--- src/shared/pcgb_pkg.sv ---
package pcgb_pkg;
    // Register byte offsets
    localparam logic [11:0] RUN_CLOCK_GATE_0_OFFSET = 12'h100;
    localparam logic [11:0] SLEEP_CLOCK_GATE_0_OFFSET = 12'h110;
    localparam logic [11:0] DEEP_SLEEP_CLOCK_GATE_0_OFFSET = 12'h120;
    localparam logic [11:0] RUN_MODE_CLOCK_CONFIG_OFFSET = 12'h130;
    localparam logic [11:0] FAULT_STATUS_OFFSET = 12'h140;
    localparam logic [11:0] FAULT_MASK_OFFSET = 12'h144;

    localparam int ADDR_WIDTH = 12;
    localparam int DATA_WIDTH = 32;
    localparam int NUM_PERIPH = 5;

    // Peripheral indices inside the gate vectors
    localparam int PERIPH_WATCHDOG = 0;
    localparam int PERIPH_HIBERNATION = 1;
    localparam int PERIPH_ADC0 = 2;
    localparam int PERIPH_PWM = 3;
    localparam int PERIPH_CAN_ZERO = 4;

    // Gate, ADC rate and auto-gating select bit positions in the clock registers
    localparam int WATCHDOG_GATE_BIT = 3;
    localparam int HIBERNATION_GATE_BIT = 6;
    localparam int ADC0_GATE_BIT = 16;
    localparam int PWM_GATE_BIT = 20;
    localparam int CAN_CONTROLLER_ZERO_GATE_BIT = 24;
    localparam int ADC_RATE_LSB = 8;
    localparam int ADC_RATE_MSB = 9;
    localparam int AUTO_CLOCK_GATING_SELECT_BIT = 0;

    // Position of each peripheral's gate bit, indexed by peripheral
    localparam int GATE_POS [NUM_PERIPH] = '{
        WATCHDOG_GATE_BIT, HIBERNATION_GATE_BIT, ADC0_GATE_BIT,
        PWM_GATE_BIT, CAN_CONTROLLER_ZERO_GATE_BIT};

    localparam logic [31:0] CLOCK_GATE_RESET = 32'h0000_0040;
    localparam logic [31:0] RUN_SLEEP_WRITE_MASK = 32'h0111_0348;
    localparam logic [31:0] DEEP_SLEEP_WRITE_MASK = 32'h0111_0048;
    localparam logic [31:0] CONFIG_RESET = 32'h0000_0000;
    localparam logic [NUM_PERIPH-1:0] FAULT_RESET = 5'h00;

    // ADC sample-rate codes
    localparam logic [1:0] ADC_RATE_125K = 2'h0;
    localparam logic [1:0] ADC_RATE_250K = 2'h1;
    localparam logic [1:0] ADC_RATE_500K = 2'h2;
    localparam logic [1:0] ADC_RATE_1M = 2'h3;

    typedef enum logic [2:0] {
        PCGB_RUN = 3'h1,
        PCGB_SLEEP = 3'h2,
        PCGB_DEEP_SLEEP = 3'h4
    } pcgb_power_mode_type;
endpackage

--- src/verilog/pcgb_top.sv ---
// Contract
// - Gate bit one clocks peripheral, zero stops.
// - Access to gated peripheral answers bus fault.
// - Gate bits reset to zero unless listed.
// - Three gate registers: run, sleep, deep-sleep.
// - Sleep registers apply only with auto gating.
// - Bits 9:8 pick ADC sample rate.
// - Reserved bits read zero, software preserves them.
// - Bit 16 gates ADC0, resets zero.
// - Bit 3 gates watchdog, resets zero.
// - Bit 6 gates hibernation, resets one.
`timescale 1ns/100ps
`default_nettype none
module pcgb_top (
    // Clock and reset
    input wire logic clock_i,
    input wire logic rst_n_i,
    // Register port
    input wire logic [11:0] addr_i,
    input wire logic [31:0] wdata_i,
    input wire logic wr_i,
    input wire logic rd_i,
    output logic [31:0] rdata_o,
    // Power mode, one-hot run/sleep/deep-sleep
    input wire logic [2:0] power_mode_i,
    // Peripheral accesses, one bit per peripheral
    input wire logic [4:0] periph_access_i,
    output logic [4:0] periph_fault_o,
    output logic [4:0] periph_clk_en_o,
    output logic [1:0] adc_sample_rate_o,
    // Interrupt
    output logic irq_o
);
    logic [31:0] run_clock_gate_0;
    logic [31:0] sleep_clock_gate_0;
    logic [31:0] deep_sleep_clock_gate_0;
    logic [31:0] run_mode_clock_config;
    logic [4:0] fault_status;
    logic [4:0] fault_mask;
    logic [31:0] next_rdata;
    logic [31:0] active_gate;
    logic [1:0] next_rate;
    logic [4:0] gated_off;
    logic [4:0] next_fault;
    logic [4:0] fault_status_d;

    wire sel_run = addr_i == pcgb_pkg::RUN_CLOCK_GATE_0_OFFSET;
    wire sel_sleep = addr_i == pcgb_pkg::SLEEP_CLOCK_GATE_0_OFFSET;
    wire sel_deep = addr_i == pcgb_pkg::DEEP_SLEEP_CLOCK_GATE_0_OFFSET;
    wire sel_cfg = addr_i == pcgb_pkg::RUN_MODE_CLOCK_CONFIG_OFFSET;
    wire sel_stat = addr_i == pcgb_pkg::FAULT_STATUS_OFFSET;
    wire sel_mask = addr_i == pcgb_pkg::FAULT_MASK_OFFSET;
    wire auto_clock_gating_select =
        run_mode_clock_config[pcgb_pkg::AUTO_CLOCK_GATING_SELECT_BIT];
    wire [31:0] wr_run = wdata_i & pcgb_pkg::RUN_SLEEP_WRITE_MASK;
    wire [31:0] wr_deep = wdata_i & pcgb_pkg::DEEP_SLEEP_WRITE_MASK;
    wire [4:0] clear_bits = (wr_i && sel_stat) ? wdata_i[4:0] : 5'h00;

    // Mode selection; unknown mode codes fall back to the run register
    always_comb begin
        active_gate = run_clock_gate_0;
        next_rate = run_clock_gate_0[pcgb_pkg::ADC_RATE_MSB:
            pcgb_pkg::ADC_RATE_LSB];
        unique case (pcgb_pkg::pcgb_power_mode_type'(power_mode_i))
            pcgb_pkg::PCGB_RUN: begin
                active_gate = run_clock_gate_0;
            end
            pcgb_pkg::PCGB_SLEEP: begin
                if (auto_clock_gating_select) begin
                    active_gate = sleep_clock_gate_0;
                    next_rate = sleep_clock_gate_0[pcgb_pkg::ADC_RATE_MSB:
                        pcgb_pkg::ADC_RATE_LSB];
                end
            end
            pcgb_pkg::PCGB_DEEP_SLEEP: begin
                if (auto_clock_gating_select) begin
                    active_gate = deep_sleep_clock_gate_0;
                end
            end
            default: begin
                active_gate = run_clock_gate_0;
            end
        endcase
    end

    // Per-peripheral gating and fault detection
    genvar gi;
    generate
        for (gi = 0; gi < pcgb_pkg::NUM_PERIPH; gi++) begin : g_periph
            assign gated_off[gi] = ~active_gate[pcgb_pkg::GATE_POS[gi]];
            assign next_fault[gi] = periph_access_i[gi] & gated_off[gi];
        end
    endgenerate

    // Set wins over a write-one clear in the same cycle
    assign fault_status_d = (fault_status & ~clear_bits) | next_fault;

    assign next_rdata =
        sel_run ? run_clock_gate_0 :
        sel_sleep ? sleep_clock_gate_0 :
        sel_deep ? deep_sleep_clock_gate_0 :
        sel_cfg ? run_mode_clock_config :
        sel_stat ? {27'h0000000, fault_status} :
        sel_mask ? {27'h0000000, fault_mask} :
        32'h0000_0000;

    always_ff @(posedge clock_i) begin
        if (!rst_n_i) begin
            run_clock_gate_0 <= pcgb_pkg::CLOCK_GATE_RESET;
            sleep_clock_gate_0 <= pcgb_pkg::CLOCK_GATE_RESET;
            deep_sleep_clock_gate_0 <= pcgb_pkg::CLOCK_GATE_RESET;
        end else if (wr_i) begin
            if (sel_run) begin
                run_clock_gate_0 <= wr_run;
            end
            if (sel_sleep) begin
                sleep_clock_gate_0 <= wr_run;
            end
            if (sel_deep) begin
                deep_sleep_clock_gate_0 <= wr_deep;
            end
        end
    end

    always_ff @(posedge clock_i) begin
        if (!rst_n_i) begin
            run_mode_clock_config <= pcgb_pkg::CONFIG_RESET;
            fault_mask <= pcgb_pkg::FAULT_RESET;
        end else if (wr_i) begin
            if (sel_cfg) begin
                run_mode_clock_config <= {31'h00000000,
                    wdata_i[pcgb_pkg::AUTO_CLOCK_GATING_SELECT_BIT]};
            end
            if (sel_mask) begin
                fault_mask <= wdata_i[4:0];
            end
        end
    end

    // Outputs registered so peripherals see glitch-free enables
    always_ff @(posedge clock_i) begin
        if (!rst_n_i) begin
            fault_status <= pcgb_pkg::FAULT_RESET;
            periph_fault_o <= 5'h00;
            periph_clk_en_o <= 5'h02;
            adc_sample_rate_o <= pcgb_pkg::ADC_RATE_125K;
            rdata_o <= 32'h0000_0000;
        end else begin
            fault_status <= fault_status_d;
            periph_fault_o <= next_fault;
            periph_clk_en_o <= ~gated_off;
            adc_sample_rate_o <= next_rate;
            rdata_o <= rd_i ? next_rdata : 32'h0000_0000;
        end
    end

    assign irq_o = |(fault_status & fault_mask);
endmodule
`default_nettype wire

--- config.mk ---
export PLATFORM = sky130hd
export DESIGN_NAME = pcgb_top
export DESIGN_NICKNAME = d
export VERILOG_FILES = /design/src/shared/pcgb_pkg.sv /design/src/verilog/pcgb_top.sv
export SDC_FILE = /design/constraint.sdc
export NUM_CORES = 1
export LEC_CHECK = 0
export ABC_AREA = 1
export BUFFER_PORTS_ARGS = -buffer_cell sky130_fd_sc_hd__buf_2
export CORE_MARGIN = 8
export CORE_UTILIZATION = 40
export DETAILED_ROUTE_END_ITERATION = 7
export PLACE_DENSITY = 0.74
export SYNTH_ARGS = -nofsm -noshare
export SYNTH_HDL_FRONTEND = slang
export SYNTH_SLANG_ARGS = --single-unit
--- constraint.sdc ---
create_clock -name clock_i -period 2.8 [get_ports clock_i]
set_input_delay 0.14 -clock clock_i [delete_from_list [all_inputs] [get_ports clock_i]]
set_output_delay 0.14 -clock clock_i [all_outputs]
set_load 0.02 [all_outputs]
# Yosys cells after proc, flatten, opt, wreduce, memory -nomap -nowiden
# Index checks and enable logic that the tools add are counted.
# word_totals
regBits,74
input_bits,56
elab_cells,60
# op_classes
bitwise,16
n_mux,12
n_eq_ne,8
n_reduce_logical,11
# ops
cell,count
25-bit two-way mux,5
"12-bit by 9-bit == test with 1-bit output, second input constant",6
25-bit case mux with 2 select lines,1
5-bit two-way mux,4
2-bit AND reduction,6
5-bit bitwise AND,2
5-bit inverter,2
5-bit OR reduction,2
1-bit inverter,6
6-bit OR reduction,1
1-bit bitwise AND,5
5-bit bitwise OR,1
2-bit two-way mux,2
4-bit OR reduction,1
"3-bit by 2-bit == test with 1-bit output, second input constant",1
"3-bit == test, second input constant",1
1-bit logical AND,1

# Depth between registers and ports, before layout
# depth
word_depth,7
depth_mapped,10

# Worst setup path after synthesis
# No wires, ideal clock.
# synth_timing
kind,reg-to-reg
startpoint,register run_mode_clock_config[0]
endpoint,register fault_status[0]
period_less_slack_ps,1170
n_path_buf,0
path_slack_ps,1630
setup_time_ps,114
arrival_ps,1056
path_stages_with_launch,8
cell_sequence,dfxtp_1 -> inv_1 -> nor2_1 -> nand2_1 -> o21ai_0 -> inv_1 -> nand3b_1 -> nand2_1
# synth_between
elab_chain_len,5
# synth_lines
element,line,source
from (decl),pcgb_top.sv:37,logic [31:0] run_mode_clock_config;
from (signal assigned),pcgb_top.sv:127,run_mode_clock_config <= pcgb_pkg::CONFIG_RESET;
from (signal assigned),pcgb_top.sv:131,"run_mode_clock_config <= {31'h00000000,"
25-bit two-way mux (on tied branches),"pcgb_top.sv:76, pcgb_top.sv:69",
25-bit case mux with 2 select lines (*),pcgb_top.sv:64,unique case (pcgb_pkg::pcgb_power_mode_type'(power_mode_i))
1-bit inverter (*),pcgb_top.sv:90,assign gated_off[gi] = ~active_gate[pcgb_pkg::GATE_POS[gi]];
1-bit bitwise AND (*),pcgb_top.sv:91,assign next_fault[gi] = periph_access_i[gi] & gated_off[gi];
5-bit bitwise OR (*),pcgb_top.sv:96,assign fault_status_d = (fault_status & ~clear_bits) | next_fault;
to (signal assigned),pcgb_top.sv:143,fault_status <= pcgb_pkg::FAULT_RESET;
to (signal assigned),pcgb_top.sv:149,fault_status <= fault_status_d;
to (decl),pcgb_top.sv:38,logic [4:0] fault_status;
# Every way passes the cells marked *; elsewhere a longest branch is shown, timed or not.
# A chain may end at the register's enable or synchronous reset.

# Worst setup path in the final report
# layout_timing
startpoint,register run_mode_clock_config[0]
endpoint,register fault_status[4]
# Same word-level chain as after synthesis.

==> flow_summary.toml <==
[sta]
max_slew_margin = 0.584
fin_skew_ns = 0.00370
rsz0062_at_grt = "false"
hold_viol_final = 0
setup_violations = 0
worstMarginPinSlew_ns = 0.622
finalMaxSlewViolations = 0
final.period_utilization = 0.566
period_minus_slack_ns = 1.59
setup_ws_ns = 1.21
max_clock_freq_ghz = 0.631
finalSetupTns_ns = 0

[worst_setup_path]
cp_top_family = "simple AND/OR/NAND/NOR gates"
endpoint = "fault_status[4]"
r2r_cells = 7
cp.depth = 7
critical_path.cell_chain = "inv_1 -> nor2_1 -> nand2_1 -> o21ai_0 -> inv_1 -> nand3b_1 -> nand2_1"
r2r-start = "run_mode_clock_config[0]"
crit_slowest_cell = "nor2_1"
critPathRequiredTime_ns = 3.01
cp-startpoint = "run_mode_clock_config[0]"
reg2reg_setup_slack_ns = 1.21
endpoint_kind = "flop"
slowest_delay_ns = 0.50
start_kind = "flop"
criticalPathCategory = "reg2reg"
cp.buffers_inverters = 2
critPathMaxFanout = 9
reg2reg_to = "fault_status[4]"
cp.arrival_ns = 1.80

[placement]
gp_congestion = 0.838
port_buffers = 58
place_ws_ns = 1.23
dp_hpwl_um = 4800
place_area_um2 = 2830
dp_cells = 488

[cells_and_area]
drive_above_1_share = 0.200
fin_cells = 496
areaGrowthSynthToFinish_pct = 14.4
final_net_count = 474
antennaDiodeCount = 0
design_area_um2 = 2930

[synthesis]
synth.area.top_cells = "dfxtp_1 41%, nand2_1 11%, inv_1 7.2%"
synth_seq_cells = 53
yosysSeqAreaShare = 0.414
synthFlopType = "dfxtp_1"
yosys.area.top_type = "dfxtp_1"
yosys_warnings = 0
ys_types = 27
async_reset_ff_frac = 0
synth_top_area_frac = 0.414
syn_avg_cell_area_um2 = 7.12
syn_inst = 360
synth_edf_count = 0
syn_area_um2 = 2560

[power]
power.density_nw_per_um2 = 464
finalPower_uw = 1360
swShare = 0.251
p_comb_frac = 0.085
clockPowerShare = 0.350
p_leak_uw = 0.00160
peakVddDrop_mv = 0.270
p_sw_uw = 341
p_seq_frac = 0.565
p_int_uw = 1020

[floorplan]
die_w_um = 96.0
die_area_um2 = 9220
io_pins = 101
die_y_um = 96.0
row_count = 29
placeableCoreArea_um2 = 6280
start_util = 0.408

[clock_network]
post_cts_resized = 0
cts_setup_buffers = 0
clockBufferDepth = 2
clk_pin_slew_ns = 0.09
cts_tree = "done"
cts_buffers = 5
clock_latency_ns = 0.31
holdBufCountCts = 0
cts_root_buf = "clkbuf_8"
h-tree-depth = 2
clock-sinks = 53

[global_routing]
grt_start_max_net_pins = 40
antenna_found_initial = 0
grtUsageMet1 = 0.174
first_global_vias = 2215
use_met2 = 0.217
gr-total-overflow = 0
grt_util_met3 = 0.0390
grt_first_pass_wirelength_um = 10100
grt_usage = 0.136
busiest_layer = "met2"

[detailed_routing]
drt_pre_antenna_iters = 5
wl_um = 6220
vias = 2360
wl_per_cell_um = 12.5
viasPerCell = 4.76
drc = 0
first_iter_violations = 136
ant_nets = 0

[run]
maxCapViolations = 0

[hold_path]
whs_path_depth = 3
worst_hold_path_type = "in2reg"

[run_status]
outcome = "finished, final reports clean"
[area by class of cell]
type	instances	area [um2]
clock buffer	7	96.3
clock inverter	1	5.00
fill	660	3350
inverter	50	189
multi-input combinational	250	1190
sequential	53	1060
tap	77	96.3
timing repair buffer	58	290
[through the flow]
| stage | hold WS [ns] | util |
|---|---|---|
| after global placement | 0.384 | 0.451 |
| final | 0.0677 | 0.467 |
| after CTS | 0.0662 | 0.467 |
| after detailed placement | 0.394 | 0.451 |
| after global routing | 0.0701 | 0.467 |
| after floorplan | 0.275 | - |
[Yosys cell counts (4+ instances only)]
cell type / number
o21ai_0: 28
nor3_1: 8
inv_1: 49
a21oi_1: 12
nor2_4: 4
nand2_1: 77
nor2_1: 48
nand3b_1: 5
buf_4: 21
nand3_1: 27
dfxtp_1: 53
nand2_2: 4
[power groups by stage]
stage / sequential [uW] / clock [uW] / combinational (uW)
2_1_floorplan: 787 / 0 / 90.4
3_3_place_gp: 785 / 0 / 111
3_5_place_dp: 786 / 0 / 114
4_1_cts: 768 / 484 / 114
5_1_grt: 769 / 518 / 128
6_report: 768 / 476 / 116
[cells in the final DEF, fill, tap and decap left out, drive strengths merged]
| cell | n |
|---|---|
| a21oi | 12 |
| a221o | 1 |
| buf | 58 |
| clkbuf | 7 |
| clkinv | 2 |
| conb | 21 |
| dfxtp | 53 |
| inv | 49 |
| nand2 | 83 |
| nand3 | 28 |
| nand3b | 6 |
| nand4 | 3 |
| nor2 | 56 |
| nor3 | 8 |
| o211ai | 3 |
| o21ai | 28 |
| or2 | 1 |
[cells by family after synthesis]
family	after synthesis	synth area share
flip-flops	53	0.414
buffers and inverters	77	0.149
other	1	0.00146
AO/OA/AOI/OAI	44	0.0908
AND/OR/NAND/NOR	185	0.344
[metal layers]
layer / wire length, um / up-vias
met2: 2920 / 78
met4: 67 / 0
li1: - / 1201
met1: 2660 / 1073
met5: 0 / -
met3: 573 / 8
[worst reg2reg max path: stages, from the launching register on]
cell      delay (ns)
dfxtp_1         0.39
inv_1           0.10
nor2_1          0.50
nand2_1         0.11
o21ai_0         0.12
inv_1           0.08
nand3b_1        0.12
nand2_1         0.06
[sequential cells by signal, summed over array words and instances (netlist names)]
| signal | flops |
|---|---|
| rdata_o | 11 |
| run_clock_gate_0 | 7 |
| sleep_clock_gate_0 | 7 |
| deep_sleep_clock_gate_0 | 5 |
| fault_mask | 5 |
| fault_status | 5 |
| periph_clk_en_o | 5 |
| periph_fault_o | 5 |
| adc_sample_rate_o | 2 |
| run_mode_clock_config | 1 |
[worst min-delay path by stage]
| stage | start | to | slack [ns] |
|---|---|---|---|
| global route | wdata_i[24] | sleep_clock_gate_0[24] | 0.07 |
| floorplan | wdata_i[24] | run_clock_gate_0[24] | 0.27 |
| global placement | wdata_i[9] | sleep_clock_gate_0[9] | 0.38 |
| finish | wdata_i[9] | run_clock_gate_0[9] | 0.07 |
| CTS | wdata_i[9] | run_clock_gate_0[9] | 0.07 |
| detailed placement | wdata_i[9] | run_clock_gate_0[9] | 0.39 |
(Power assumes the default switching activity.)
